$ cat src/verilog/ccu_pkg.sv
// Package with register map, mode codes and bus carrier for the capture/compare unit.
package ccu_pkg;

  // ----------------------------------------------------------------
  // Register indices; the byte address is four times the index.
  // ----------------------------------------------------------------
  localparam logic [5:0] IDX_U1_LO   = 6'h15;
  localparam logic [5:0] IDX_U1_HI   = 6'h16;
  localparam logic [5:0] IDX_U1_CTRL = 6'h17;
  localparam logic [5:0] IDX_U2_LO   = 6'h1b;
  localparam logic [5:0] IDX_U2_HI   = 6'h1c;
  localparam logic [5:0] IDX_U2_CTRL = 6'h1d;
  localparam logic [5:0] IDX_FLAGS   = 6'h20;

  // ----------------------------------------------------------------
  // Control field layout and reset values.
  // ----------------------------------------------------------------
  localparam int         CTRL_W       = 6;
  localparam logic [7:0] CTRL_RST     = 8'h00;
  localparam logic [7:0] VALUE_RST    = 8'h00;
  localparam logic [3:0] PSC_RST      = 4'h0;
  localparam logic [3:0] PSC_LAST4    = 4'h3;
  localparam logic [3:0] PSC_LAST16   = 4'hf;
  localparam logic [1:0] PSC_LAST4_LO = 2'h3;

  // ----------------------------------------------------------------
  // Mode select codes.
  // ----------------------------------------------------------------
  localparam logic [3:0] MODE_OFF      = 4'h0;
  localparam logic [3:0] MODE_CAP_FALL = 4'h4;
  localparam logic [3:0] MODE_CAP_RISE = 4'h5;
  localparam logic [3:0] MODE_CAP_R4   = 4'h6;
  localparam logic [3:0] MODE_CAP_R16  = 4'h7;
  localparam logic [3:0] MODE_CMP_SET  = 4'h8;
  localparam logic [3:0] MODE_CMP_CLR  = 4'h9;
  localparam logic [3:0] MODE_CMP_SW   = 4'ha;
  localparam logic [3:0] MODE_CMP_TRIG = 4'hb;
  localparam logic [1:0] GRP_CAPTURE   = 2'h1;
  localparam logic [1:0] GRP_COMPARE   = 2'h2;
  localparam logic [1:0] GRP_PWM       = 2'h3;

  // ----------------------------------------------------------------
  // Avalon-MM request carrier.
  // ----------------------------------------------------------------
  typedef struct packed {
    logic        read;
    logic        write;
    logic [7:0]  address;
    logic [3:0]  byteenable;
    logic [31:0] writedata;
  } ccu_bus_req_s;

endpackage

$ cat src/verilog/ccu_top.sv
// Two capture/compare units behind an Avalon-MM slave.
//
// Function
// - 16-bit value from low and high bytes
// - Second unit same, except trigger action
// - Mode 0000 turns unit off, clears compare latch and prescaler
// - Capture on fall, rise, 4th, 16th rise
// - Compare set, clear or flag only
// - Mode 1011 triggers special event on match
// - Mode 11xx drives no logic; bits 5-4 stored only
// - Capture copies timer count into value
// - Capture sets flag; software clears it
// - New capture overwrites unread value
// - Prescaler cleared when off or not capturing
// - Prescaler switch keeps count, may flag
// - Compare value against timer continuously
// - Control zero forces compare latch low
// - Flag-only compare leaves pin untouched
// - First unit trigger clears timer count
// - Second trigger also starts conversion
`timescale 1ns/1ps

module ccu_unit #(
  parameter bit IS_SECOND = 1'b0
) (
  input  wire logic        clk_sys,
  input  wire logic        rst_n,
  input  wire logic        pin_in,
  input  wire logic [15:0] timer1_count,
  input  wire logic        wr_ctrl,
  input  wire logic        wr_lo,
  input  wire logic        wr_hi,
  input  wire logic [7:0]  wdata,
  input  wire logic        clr_flag,
  output logic [5:0]       ctrl,
  output logic [15:0]      value,
  output logic             flag,
  output logic             cmp_out,
  output logic             trig_hit
);

  // ----------------------------------------------------------------
  // Pin synchroniser and edge detection.
  // ----------------------------------------------------------------
  logic [2:0] pin_sync;
  logic       pin_lvl;
  logic       pin_stable;
  logic       rise;
  logic       fall;

  always_ff @(posedge clk_sys or negedge rst_n) begin
    if (!rst_n) begin
      pin_sync <= 3'h0;
    end else begin
      pin_sync <= {pin_sync[1:0], pin_in};
    end
  end

  assign pin_stable = (pin_sync[1] == pin_sync[2]);
  assign rise       = pin_stable & pin_sync[2] & ~pin_lvl;
  assign fall       = pin_stable & ~pin_sync[2] & pin_lvl;

  // The pin is watched whatever its direction, so port writes can capture.
  always_ff @(posedge clk_sys or negedge rst_n) begin
    if (!rst_n) begin
      pin_lvl <= 1'b0;
    end else if (pin_stable) begin
      pin_lvl <= pin_sync[2];
    end
  end

  // ----------------------------------------------------------------
  // Mode decode.
  // ----------------------------------------------------------------
  logic [3:0] mode;
  logic       is_cap;
  logic       is_cmp;
  logic [3:0] psc;
  logic       cap_evt;
  logic       match;
  logic       match_d;
  logic       hit;

  assign mode   = ctrl[3:0];
  assign is_cap = (mode[3:2] == ccu_pkg::GRP_CAPTURE);
  assign is_cmp = (mode[3:2] == ccu_pkg::GRP_COMPARE);

  // Bits 5-4 are stored for the duty value only; 11xx drives no logic here.
  always_ff @(posedge clk_sys or negedge rst_n) begin
    if (!rst_n) begin
      ctrl <= ccu_pkg::CTRL_RST[5:0];
    end else if (wr_ctrl) begin
      ctrl <= wdata[5:0];
    end
  end

  // ----------------------------------------------------------------
  // Capture prescaler and event selection.
  // ----------------------------------------------------------------
  always_ff @(posedge clk_sys or negedge rst_n) begin
    if (!rst_n) begin
      psc <= ccu_pkg::PSC_RST;
    end else if (!is_cap) begin
      psc <= ccu_pkg::PSC_RST;
    end else if (rise) begin
      psc <= psc + 4'h1;
    end
  end

  always_comb begin
    case (mode)
      ccu_pkg::MODE_CAP_FALL: cap_evt = fall;
      ccu_pkg::MODE_CAP_RISE: cap_evt = rise;
      ccu_pkg::MODE_CAP_R4:   cap_evt = rise & (psc[1:0] == ccu_pkg::PSC_LAST4_LO);
      ccu_pkg::MODE_CAP_R16:  cap_evt = rise & (psc == ccu_pkg::PSC_LAST16);
      default:                cap_evt = 1'b0;
    endcase
  end

  // ----------------------------------------------------------------
  // Compare match, once per match.
  // ----------------------------------------------------------------
  assign match    = (timer1_count == value);
  assign hit      = is_cmp & match & ~match_d;
  assign trig_hit = hit & (mode == ccu_pkg::MODE_CMP_TRIG);

  always_ff @(posedge clk_sys or negedge rst_n) begin
    if (!rst_n) begin
      match_d <= 1'b0;
    end else begin
      match_d <= match;
    end
  end

  // ----------------------------------------------------------------
  // Value register; a capture beats a bus write in the same cycle.
  // ----------------------------------------------------------------
  always_ff @(posedge clk_sys or negedge rst_n) begin
    if (!rst_n) begin
      value <= {ccu_pkg::VALUE_RST, ccu_pkg::VALUE_RST};
    end else if (cap_evt) begin
      value <= timer1_count;
    end else begin
      if (wr_lo) begin
        value[7:0] <= wdata;
      end
      if (wr_hi) begin
        value[15:8] <= wdata;
      end
    end
  end

  // ----------------------------------------------------------------
  // Compare output latch, separate from any port data latch.
  // ----------------------------------------------------------------
  always_ff @(posedge clk_sys or negedge rst_n) begin
    if (!rst_n) begin
      cmp_out <= 1'b0;
    end else if (mode == ccu_pkg::MODE_OFF) begin
      cmp_out <= 1'b0;
    end else if (hit && mode == ccu_pkg::MODE_CMP_SET) begin
      cmp_out <= 1'b1;
    end else if (hit && mode == ccu_pkg::MODE_CMP_CLR) begin
      cmp_out <= 1'b0;
    end
  end

  // ----------------------------------------------------------------
  // Event flag; an event in the clearing cycle wins.
  // ----------------------------------------------------------------
  always_ff @(posedge clk_sys or negedge rst_n) begin
    if (!rst_n) begin
      flag <= 1'b0;
    end else if (cap_evt || hit) begin
      flag <= 1'b1;
    end else if (clr_flag) begin
      flag <= 1'b0;
    end
  end
endmodule

module ccu_top (
  input  wire logic                  clk_sys,
  input  wire logic                  rst_n,
  input  wire ccu_pkg::ccu_bus_req_s avs_req,
  output logic [31:0]                avs_readdata,
  output logic                       avs_waitrequest,
  input  wire logic [1:0]            unit_pin_in,
  output logic [1:0]                 compare_out,
  output logic [1:0]                 event_flag,
  input  wire logic [15:0]           timer1_count,
  input  wire logic                  adc_enable,
  output logic                       timer1_clear,
  output logic                       adc_start
);

  // ----------------------------------------------------------------
  // Avalon slave: one wait state, write and read data on the second edge.
  // ----------------------------------------------------------------
  logic       req;
  logic       ack;
  logic       wr_take;
  logic       wr_lane;
  logic [5:0] idx;
  logic [5:0] ctrl [2];
  logic [15:0] value [2];
  logic [1:0] hit_trig;

  assign req             = avs_req.read | avs_req.write;
  assign avs_waitrequest = req & ~ack;
  assign idx             = avs_req.address[7:2];
  assign wr_take         = avs_req.write & ack;
  assign wr_lane         = wr_take & avs_req.byteenable[0];

  always_ff @(posedge clk_sys or negedge rst_n) begin
    if (!rst_n) begin
      ack <= 1'b0;
    end else begin
      ack <= req & ~ack;
    end
  end

  always_ff @(posedge clk_sys or negedge rst_n) begin
    if (!rst_n) begin
      avs_readdata <= 32'h0;
    end else if (avs_req.read && !ack) begin
      case (idx)
        ccu_pkg::IDX_U1_LO:   avs_readdata <= {24'h0, value[0][7:0]};
        ccu_pkg::IDX_U1_HI:   avs_readdata <= {24'h0, value[0][15:8]};
        ccu_pkg::IDX_U1_CTRL: avs_readdata <= {26'h0, ctrl[0]};
        ccu_pkg::IDX_U2_LO:   avs_readdata <= {24'h0, value[1][7:0]};
        ccu_pkg::IDX_U2_HI:   avs_readdata <= {24'h0, value[1][15:8]};
        ccu_pkg::IDX_U2_CTRL: avs_readdata <= {26'h0, ctrl[1]};
        ccu_pkg::IDX_FLAGS:   avs_readdata <= {30'h0, event_flag};
        default:              avs_readdata <= 32'h0;
      endcase
    end
  end

  // ----------------------------------------------------------------
  // Units.
  // ----------------------------------------------------------------
  ccu_unit #(.IS_SECOND(1'b0)) u_unit1 (
    .clk_sys      (clk_sys),
    .rst_n        (rst_n),
    .pin_in       (unit_pin_in[0]),
    .timer1_count (timer1_count),
    .wr_ctrl      (wr_lane && idx == ccu_pkg::IDX_U1_CTRL),
    .wr_lo        (wr_lane && idx == ccu_pkg::IDX_U1_LO),
    .wr_hi        (wr_lane && idx == ccu_pkg::IDX_U1_HI),
    .wdata        (avs_req.writedata[7:0]),
    .clr_flag     (wr_lane && idx == ccu_pkg::IDX_FLAGS && avs_req.writedata[0]),
    .ctrl         (ctrl[0]),
    .value        (value[0]),
    .flag         (event_flag[0]),
    .cmp_out      (compare_out[0]),
    .trig_hit     (hit_trig[0])
  );

  ccu_unit #(.IS_SECOND(1'b1)) u_unit2 (
    .clk_sys      (clk_sys),
    .rst_n        (rst_n),
    .pin_in       (unit_pin_in[1]),
    .timer1_count (timer1_count),
    .wr_ctrl      (wr_lane && idx == ccu_pkg::IDX_U2_CTRL),
    .wr_lo        (wr_lane && idx == ccu_pkg::IDX_U2_LO),
    .wr_hi        (wr_lane && idx == ccu_pkg::IDX_U2_HI),
    .wdata        (avs_req.writedata[7:0]),
    .clr_flag     (wr_lane && idx == ccu_pkg::IDX_FLAGS && avs_req.writedata[1]),
    .ctrl         (ctrl[1]),
    .value        (value[1]),
    .flag         (event_flag[1]),
    .cmp_out      (compare_out[1]),
    .trig_hit     (hit_trig[1])
  );

  // ----------------------------------------------------------------
  // Special event trigger outputs; no timer overflow flag is raised.
  // ----------------------------------------------------------------
  always_ff @(posedge clk_sys or negedge rst_n) begin
    if (!rst_n) begin
      timer1_clear <= 1'b0;
      adc_start    <= 1'b0;
    end else begin
      timer1_clear <= |hit_trig;
      adc_start    <= hit_trig[1] & adc_enable;
    end
  end
endmodule
$ cat config.mk
export PLATFORM = sky130hd
export DESIGN_NAME = ccu_top
export DESIGN_NICKNAME = d
export VERILOG_FILES = /design/src/verilog/ccu_pkg.sv /design/src/verilog/ccu_top.sv
export SDC_FILE = /design/constraint.sdc
export NUM_CORES = 1
export LEC_CHECK = 0
export ABC_AREA = 1
export CAP_MARGIN = 20
export CORE_MARGIN = 2
export CORE_UTILIZATION = 25
export DETAILED_ROUTE_END_ITERATION = 6
export DONT_BUFFER_PORTS = 1
export GPL_TIMING_DRIVEN = 0
export PLACE_DENSITY = 0.5
export SLEW_MARGIN = 20
export SYNTH_ARGS = -nofsm -noshare
export SYNTH_HDL_FRONTEND = slang
export SYNTH_SLANG_ARGS = --single-unit
export TNS_END_PERCENT = 50
$ cat constraint.sdc
create_clock -name clk_sys -period 1.5 [get_ports clk_sys]
set_input_delay 0.225 -clock clk_sys [delete_from_list [all_inputs] [get_ports clk_sys]]
set_output_delay 0.225 -clock clk_sys [all_outputs]
set_load 0.1 [all_outputs]
* Word-level counts from Yosys, hierarchy flattened
Cells that the tools add are included.
Storage, ports and cells: register bits 101, bits of input ports 67, output and inout port bits 39, word-level logic and storage cells 140
Operators by class: add/sub/neg operators 2, equal/unequal tests 35, muxes and demuxes 23, bitwise logic cells 30, reduce and logical (&&, ||, !) cells 28
Operators by type and width (number):
- 8-bit one-hot mux with 7 select lines | 1
- 6-bit by 5-bit == test with 1-bit output, second input constant | 6
- 16-bit == test | 2
- 4-bit by 3-bit == test with 1-bit output, second input constant | 8
- 4-bit == test, second input constant | 8
- 16-bit 2-to-1 mux | 2
- 8-bit 2-to-1 mux | 4
- 1-bit AND | 22
- 4-bit 2-to-1 mux | 4
- 1-bit logical AND | 14
- 2-bit nonzero test | 6
- 1-bit 2-to-1 mux | 10
- 4-bit by 1-bit adder with 4-bit output, second input constant | 2
- 2-bit == test, second input constant | 4
- 4-bit logical NOT | 2
- 1-bit one-hot mux with 4 select lines | 2
- 1-bit NOT | 7
- 6-bit == test, second input constant | 1
- 3-bit nonzero test | 2
- 2-bit by 1-bit == test with 1-bit output, second input constant | 2
- 2-bit by 1-bit inequality test with 1-bit output, second input constant | 2
- 1-bit == test | 2
- 1-bit logical OR | 2
- 2-bit OR reduction | 1
- other kinds (2) | 2

* Depth between registers and ports, before layout
Gate-level depths: netlist of run 1.
depth after elaboration 7, depth in mapped cells 11, mapped depth without buffers 11

* Modules after synthesis
A second synthesis of run 1 with hierarchy kept.
Second synthesis, totals: cells, all modules 676, area total of the unflattened synthesis 4852.2 sq um
By module, submodules not included:
- ccu_unit (u_unit1) | times used 1, cells each 238, area an instance 1863.0 sq um, sequential area each 825.8 sq um
- ccu_unit (u_unit2) | times used 1, cells each 241, area an instance 1825.5 sq um, sequential area each 825.8 sq um
- ccu_top | times used 1, cells each 197, area an instance 1163.6 sq um, sequential area each 275.3 sq um

* Worst setup path after synthesis of run 1
OpenSTA, ideal clock, no wires.
kind register -> register, start register ack, end register ack, library setup time 267 ps, data arrival time 1680 ps, data required time 1233 ps, setup slack -447 ps, stages on the path, launching flop included 2, buffers on the path 0, clock period less this slack 1947 ps, path through dfrtp_1 nor2_1
On the way: word-level cells in the longest chain between the ends 2
RTL lines:
- start, declared | line ccu_top.sv:201 | logic ack;
- start signal, assigned | line ccu_top.sv:219 | ack <= req & ~ack;
- 1-bit NOT
- 1-bit AND
- via avs_waitrequest | line ccu_top.sv:187 | output logic avs_waitrequest,
The timed path passes the listed nets, and every way through them passes these cells. A chain may end at the register's enable or synchronous reset.

* Worst setup path in the final report of run 1
start register u_unit2.pin_sync[1], end register u_unit2.value[12]
On the way: word-level cells in the longest chain between the ends 6, elaborated cells between the ends (all ways) 10, classes of those cells 1 x eq/ne; 2 x mux; 6 x bitwise; 1 x reduce/logical
RTL lines:
- start, declared | line ccu_top.sv:45 | logic [2:0] pin_sync;
- start signal, assigned | line ccu_top.sv:55 | pin_sync <= {pin_sync[1:0], pin_in};
- 1-bit == test (*) | line ccu_top.sv:59 | assign pin_stable = (pin_sync[1] == pin_sync[2]);
- 1-bit AND (2 in series) | line ccu_top.sv:60 | assign rise = pin_stable & pin_sync[2] & ~pin_lvl;
- 1-bit AND, on equally long branches | line ccu_top.sv:115, ccu_top.sv:114
- 1-bit one-hot mux with 4 select lines (*) | line ccu_top.sv:111 | case (mode)
- 16-bit 2-to-1 mux / 2-bit nonzero test (equally long branches)
- end signal, assigned | line ccu_top.sv:140 | value <= {ccu_pkg::VALUE_RST, ccu_pkg::VALUE_RST};
- end signal, assigned | line ccu_top.sv:142 | value <= timer1_count;
- end signal, assigned | line ccu_top.sv:148 | value[15:8] <= wdata;
- end, declared | line ccu_top.sv:36 | output logic [15:0] value,
Every way passes the cells marked *; elsewhere a longest branch is shown, timed or not.

==> results by group, run 1 <==
STA
  • Final worst slack: -224 ps
  • Slew @ Worst Pin: 625 ps
  • Crit share post-route: 115%
  • Hold WS: -438 ps
  • RSZ-0062 raised after global routing: true
  • FMAX: 580 MHz
  • Slew Viols, Final: 0
  • Skew final: slightly below 9 ps
  • Setup violators final: 36
  • Worst rel slew slack: 58.3%
  • Fin crit period: 1720 ps
  • Final Hold Vio Count: 77

Final layout
  • Diodes inserted: 0
  • Final nets: 787
  • Share of layout cells above drive strength 1: 30.7%
  • Final Non-Filler Cells: 953
  • Post-layout instance area: 6480 um^2
  • Area grow syn2layout: 37.4%

Placed design
  • DP Area: 5100 um^2
  • Placed Cells incl. Taps: 890
  • DP HPWL: 10.9 mm
  • Gpl congestion: 0.859
  • Port-buffer cells: 0
  • Post-place setup slack: -300 ps

Worst setup path
  • CP Max Fanout: 6
  • Arr. time, crit path: between 1500 and 2000 ps
  • Crit Path Category: register to register
  • Critical path's most frequent cell: o21ai_4
  • Worst R2R Start: u_unit2.pin_sync[1]
  • CP Launch Point: u_unit2.pin_sync[1]
  • CP peak stage delay: 360 ps
  • CP required: roughly 1700 ps
  • R2R Setup Slk: -220 ps
  • Slowest CP cell: dfrtp_1
  • Crit end category: register
  • Setup crit start kind: register
  • Worst path cell trace: ha_2, inv_2, or2_4, clkinv_4, o21ai_4, o21ai_4, nand2_4, buf_8, nand3_1, o211ai_2

Clock tree
  • CTS buffer count: 9
  • CTS tree: built
  • Clock sinks: 77
  • Clock transition at path regs: 60 ps
  • Max H-tree Level: 3
  • Clock Latency Late Sink: 360 ps
  • Clock tree buffer depth: 2
  • Root Buffer: clkbuf_16
  • CTS Hold Bufs: 17

Die
  • Vert. Die Dim: about 140 um
  • Die Footprint: 20000 um^2
  • Ports: between 100 and 150
  • Die W: 141 um
  • Rows: 50
  • Initial core utilization: 25.3%
  • Core Area: 18600 um^2

Synthesis
  • Number of synthesized register bits: 77
  • Seq/Total Area, Yosys: 40.8%
  • Yosys warning count: 0
  • Synth Cell Area: 4720 um^2
  • Asr flop ratio synth: 100%
  • Mapped Cells: 633
  • Yosys top cell area share: 40.8%
  • Synth area leaders: dfrtp_1 41%, nand2_1 14%, nand3_1 9.7%
  • Synth area leader: dfrtp_1
  • Synth cell types: 39
  • Post-synth EDFFs: 0
  • Syn_area_per_cell: 7.45 um^2
  • Main flop type after synthesis: dfrtp_1

Route
  • 1st-iter DRT viols: 332
  • Via Count: 4442
  • Routed vias/inst: 4.66
  • Wire per inst: 16.5 um
  • Final WL: 15.7 mm
  • Antenna-violating nets left: 0
  • # DRC: 0
  • DR pass1 iterations: 5

Pwr
  • P per Cell Area: 1010 nW/um^2
  • Leakage: 3.27 nW
  • Peak VDD IR: 426 uV

GRT
  • Grt total ovfl: 0
  • GRT Total Usage: between 15 and 20%
  • Vias in the first global route: between 4000 and 5000
  • Number of antenna violations at the first check in global routing: 0
  • First-pass GRT wire length: 24.7 mm
  • Largest net degree at the start of global routing: 78

Outcome
  • Violated checks: hold timing, setup timing
  • Status: complete, but fails checks

Flow run
  • Max Cap Viol: 0

Hold path
  • Min-Delay Path Class: input port to asynchronous set/reset pin
[registers in the layout, indices dropped and copies added, names as in the netlist, 3 cells and up]
signal,count
u_unit1.pin_sync,3
avs_readdata,8
u_unit2.psc,4
u_unit1.psc,4
u_unit2.ctrl,6
u_unit1.value,16
u_unit2.value,16
u_unit1.ctrl,6
u_unit2.pin_sync,3
[layer usage]
layer  up-vias  global-route usage (%)  part of all wire [%]
met5         -                       0                     0
met4         0                    6.26                   2.8
met3        32                    4.02                   8.2
met2       156                    25.4                    44
met1      2098                    22.1                    45
li1       2156                       -                     -
[repair_timing]
action / in CTS / in global routing
pin swaps: 26 / 24
resized for setup: 95 / 48
setup endpoints to repair: 54 / 60
hold endpoints to repair: 96 / 77
cloned: 6 / 0
setup buffers: 19 / 5
[cells by family (layout without fill, tap and decap cells)]
logic type / Yosys count / count (layout) / share of synthesized area (%)
AND/OR/NAND/NOR: 342 / 343 / 32.0
AO/OA/AOI/OAI: 70 / 70 / 10.2
XOR/XNOR: 9 / 9 / 1.67
buffers and inverters: 128 / 190 / 13.6
adder cells (fa/ha/maj): 6 / 6 / 1.59
other: 1 / 24 / 0.0795
flip-flops: 77 / 77 / 40.8
[through the flow]
step                hold slack (ps)  TNS, ps  utilization [%]  power [mW]
floorplan                     -70.6     -186                -        3.50
global placement              -67.7    -8160             27.4        3.70
detailed placement            -67.5    -8900             27.4        3.71
CTS                            -448    -5660             33.5        6.48
global route                   -450    -8210             34.8        6.82
finish                         -438    -5480             34.8        6.53
[final cells by class]
type                            instances  area (um^2)
Clock buffer                            9          225
Clock inverter                          7          121
Inverter                               89          352
Sequential cell                        77         1940
Tap cell                              234          293
Multi-Input combinational cell        452         2670
Fill cell                            1936        12200
Timing Repair Buffer                   46          523
Buffer                                 39          355
[synthesized netlist by cell type (all sizes together), types with 2 or more instances]
cell / count
buf: 38
nand3: 92
nor3: 5
a21oi: 11
o211ai: 13
o21ai: 34
inv: 88
and2: 2
nand2: 186
ha: 6
nor2: 45
xor2: 9
dfrtp: 77
o21bai: 3
o2111ai: 3
nand4: 8
o22ai: 5
[report_power, final]
part / leakage [nW] / internal [mW] / total, mW / switching [mW]
registers: 0.991 / 2.29 / 2.57 / 0.271
clock network: 0.170 / 1.64 / 2.62 / 0.977
logic: 2.10 / 0.473 / 1.35 / 0.875
total: 3.27 / 4.41 / 6.53 / 2.12
[final timing paths]
path	cells after the start	end
min in group clk_sys	2	u_unit2.value[10]
max in group asynchronous	0	avs_readdata[7]
worst max register to register	10	u_unit2.value[12]
worst min-delay path	0	u_unit2.ctrl[0]
worst min register to register	0	u_unit1.pin_sync[1]
worst max-delay path	10	u_unit2.value[12]
[worst max-delay path: cells and delay by family, from the launching register on]
kind                       cells  cell delay, ps
buffers and inverters          3             270
and+or+nand+nor                3             480
DFF                            1             360
AOI/OAI and AO/OA              3             320
adders and majority gates      1             180
[cells in the final DEF (no fill, tap or decap), types with 5 or more instances in the layout]
master,count
a21oi_1,10
buf_16,5
buf_4,45
buf_6,7
clkbuf_16,9
conb_1,24
dfrtp_1,64
dfrtp_2,13
dlygate4sd3_1,17
inv_1,66
inv_2,21
nand2_1,161
nand2_2,11
nand2_4,14
nand3_1,56
nand3_2,35
nand4_1,8
nor2_1,29
nor2_2,5
nor2_4,11
o211ai_2,12
o21ai_0,20
o21ai_1,12
o22ai_1,5
xor2_1,9
No activity file was read; power rests on OpenSTA's default activity.
==> inputs of run 2 (changes only) <==
ABC_AREA = 0   (was 1)
==> results by group, run 2 <==
Outcome
  • Status: complete, but fails checks
  • Violated checks: DRC, hold timing, setup timing

STA
  • Crit share post-route: 113%
  • Skew final: 7.06 ps
  • Fin crit period: 1700 ps
  • Hold WS: -417 ps
  • Worst rel slew slack: 41.6%
  • Setup violators final: 40
  • RSZ-0062 raised after global routing: true
  • Slew @ Worst Pin: 877 ps
  • Fin Setup TNS: -4680 ps
  • Final worst slack: -196 ps
  • Slew Viols, Final: 0
  • FMAX: slightly below 600 MHz
  • Final Hold Vio Count: a little under 80

Final layout
  • Post-layout instance area: approximately 6200 um^2
  • Share of layout cells above drive strength 1: 41.3%
  • Most frequent cells in the layout: 64 x dfrtp_1, 58 x buf_4, 38 x mux2i_1
  • Final core utilization: a little over a third
  • Area grow syn2layout: 40.3%
  • Diodes inserted: 0
  • Fillers: roughly 1700
  • Top flop regs: u_unit1.value: 16 flops, u_unit2.value: 16 flops, avs_readdata: 8 flops
  • Leading cell type in the layout, fill and taps excluded: dfrtp_1
  • Final nets: 579

Route
  • Antenna-violating nets left: 0
  • 1st-iter DRT viols: 339
  • Wire per inst: roughly 19 um
  • Via Count: 3552
  • # DRC: 5
  • DR pass1 iterations: 7
  • Routed vias/inst: 4.83
  • Final WL: 14.2 mm

Pwr
  • Leakage: 2.64 nW
  • Power share of the combinational group: a little under a quarter
  • Sw Ratio: 31.2%
  • P per Cell Area: 1050 nW/um^2
  • Clk network pwr share: 37.0%
  • Sequential Power Share: 40.1%
  • Peak VDD IR: 429 uV
  • Internal: around 4.5 mW
  • Switching power: 2.03 mW

Hold path
  • Min-Delay Path Class: input port to asynchronous set/reset pin

Worst setup path
  • Worst path cell trace: xnor2_2, nand4_1, nor4_4, a21oi_1, a221o_1
  • Arr. time, crit path: 1910 ps
  • Crit end category: register
  • CP peak stage delay: 430 ps
  • Setup crit start kind: register
  • CP Max Fanout: 4
  • Crit Path Category: register to register
  • Slowest CP cell: nor4_4
  • CP required: 1710 ps
  • CP delay by family, top: simple AND/OR/NAND/NOR gates
  • Buf/Inv on CP: 0

Synthesis
  • Syn_area_per_cell: 10.5 um^2
  • Synth cell types: 60
  • Main flop type after synthesis: dfrtp_1
  • Synth area leaders: dfrtp_1 44%, mux2i_1 8.6%, xnor2_1 6.8%
  • Post-synth top cells: 77 x dfrtp_1, 38 x mux2i_1, 37 x nand2_1
  • Synth Cell Area: 4400 um^2
  • Synth area leader: dfrtp_1
  • Yosys warning count: 0
  • Number of synthesized register bits: 77
  • Post-synth EDFFs: 0
  • Mapped Cells: 417
  • Yosys top cell area share: a little over two fifths
  • Asr flop ratio synth: 100%
  • Seq/Total Area, Yosys: 43.8%
  • Count leader, synth: dfrtp_1

Clock tree
  • CTS buffer count: 9
  • Max H-tree Level: 3
  • Clock Latency Late Sink: 330 ps
  • Root Buffer: clkbuf_16
  • Clock transition at path regs: 60 ps
  • Clock tree buffer depth: 2
  • Clock sinks: just under 80
  • CTS tree: built

Die
  • Rows: 48
  • Initial core utilization: 25.5%
  • Vert. Die Dim: around 140 um
  • Core Area: ~17000 um^2
  • Die Footprint: 18700 um^2
  • Ports: 106
  • Die W: 137 um

GRT
  • First-pass GRT wire length: 20.8 mm
  • Number of antenna violations at the first check in global routing: 0
  • Largest net degree at the start of global routing: 78
  • GRT Total Usage: 15.1%
  • Grt total ovfl: 0
  • Vias in the first global route: 3376

Placed design
  • DP Area: 4880 um^2
  • Gpl congestion: 0.868
  • Port-buffer cells: 0
  • Post-place setup slack: -588 ps
  • DP HPWL: 9.33 mm

Flow run
  • Max Cap Viol: 0
[run 2: changes by cell type after synthesis, moves of 26 or more]
cell     delta
nand2_1   -144
nand3_1    -85
inv_1      -64
mux2i_1    +38
xnor2_1    +34
nor2_1     -26
[run 2: area by class of cell]
type	count	area (um^2)	share of cell area (%)
flip-flops and latches	77	1940	31.5
clock buffers	12	256	4.16
repair buffers	56	587	9.51
clock inverters	4	70.1	1.14
inverters	7	31.3	0.507
multi-input cells	312	2610	42.3
well taps	225	282	4.56
plain buffers	43	390	6.33
[run 2: final timing paths]
path / from / endpoint / slack, ps / cells after the start
max in group asynchronous: rst_n / avs_readdata[4] / 1750 / 0
max reg2reg: u_unit2.value[8] / u_unit2.cmp_out / -200 / 5
max: u_unit2.value[8] / u_unit2.cmp_out / -200 / 5
min reg2reg: u_unit1.pin_sync[0] / u_unit1.pin_sync[1] / 350 / 0
min: rst_n / u_unit2.psc[3] / -420 / 0
min in group clk_sys: avs_req[0] / u_unit1.ctrl[0] / 20 / 2
[run 2: metal layers]
| layer | share of wire [%] | global-route usage [%] | routed length [um] |
|---|---|---|---|
| met2 | 47 | 24.3 | 6720 |
| met1 | 42 | 19.4 | 6020 |
| met5 | 0 | 0 | 0 |
| met3 | 8.2 | 4.52 | 1170 |
| met4 | 2.2 | 4.98 | 310 |
[run 2: power by group through the flow]
stage | clock [mW] | sequential [mW] | combinational (mW)
4_1_cts | 2.44 | 2.59 | 1.37
6_report | 2.41 | 2.61 | 1.49
3_5_place_dp | 0 | 2.63 | 1.20
5_1_grt | 2.54 | 2.64 | 1.58
2_1_floorplan | 0 | 2.56 | 1.08
3_3_place_gp | 0 | 2.63 | 1.18
[run 2: logic make-up after synthesis]
family / count (synthesis) / share of synthesized area [%]
compound gates: 75 / 11.6
flops: 77 / 43.8
mux: 55 / 13.0
fa+ha+maj: 6 / 1.71
xor+xnor: 38 / 7.57
other cells: 1 / 0.0853
buf+inv: 51 / 7.71
simple gates: 114 / 14.5
[run 2: through the flow]
stage	power, mW	cells
floorplan	3.64	440
global placement	3.82	665
detailed placement	3.84	665
CTS	6.41	718
global route	6.76	736
finish	6.51	736
[run 2: worst reg2reg max path, cell delays in order (launching register included)]
cell	delay, ps
dfrtp_1	420
xnor2_2	180
nand4_1	160
nor4_4	430
a21oi_1	120
a221o_1	270
[run 2: what timing repair did]
action | CTS | global route
endpoints found under the hold margin | 82 | 88
pin swaps | 27 | 25
endpoints found under the setup margin | 64 | 55
hold buffers | 5 | 11
resized for setup | 56 | 48
gates cloned | 3 | 1
buffers inserted | 30 | 10
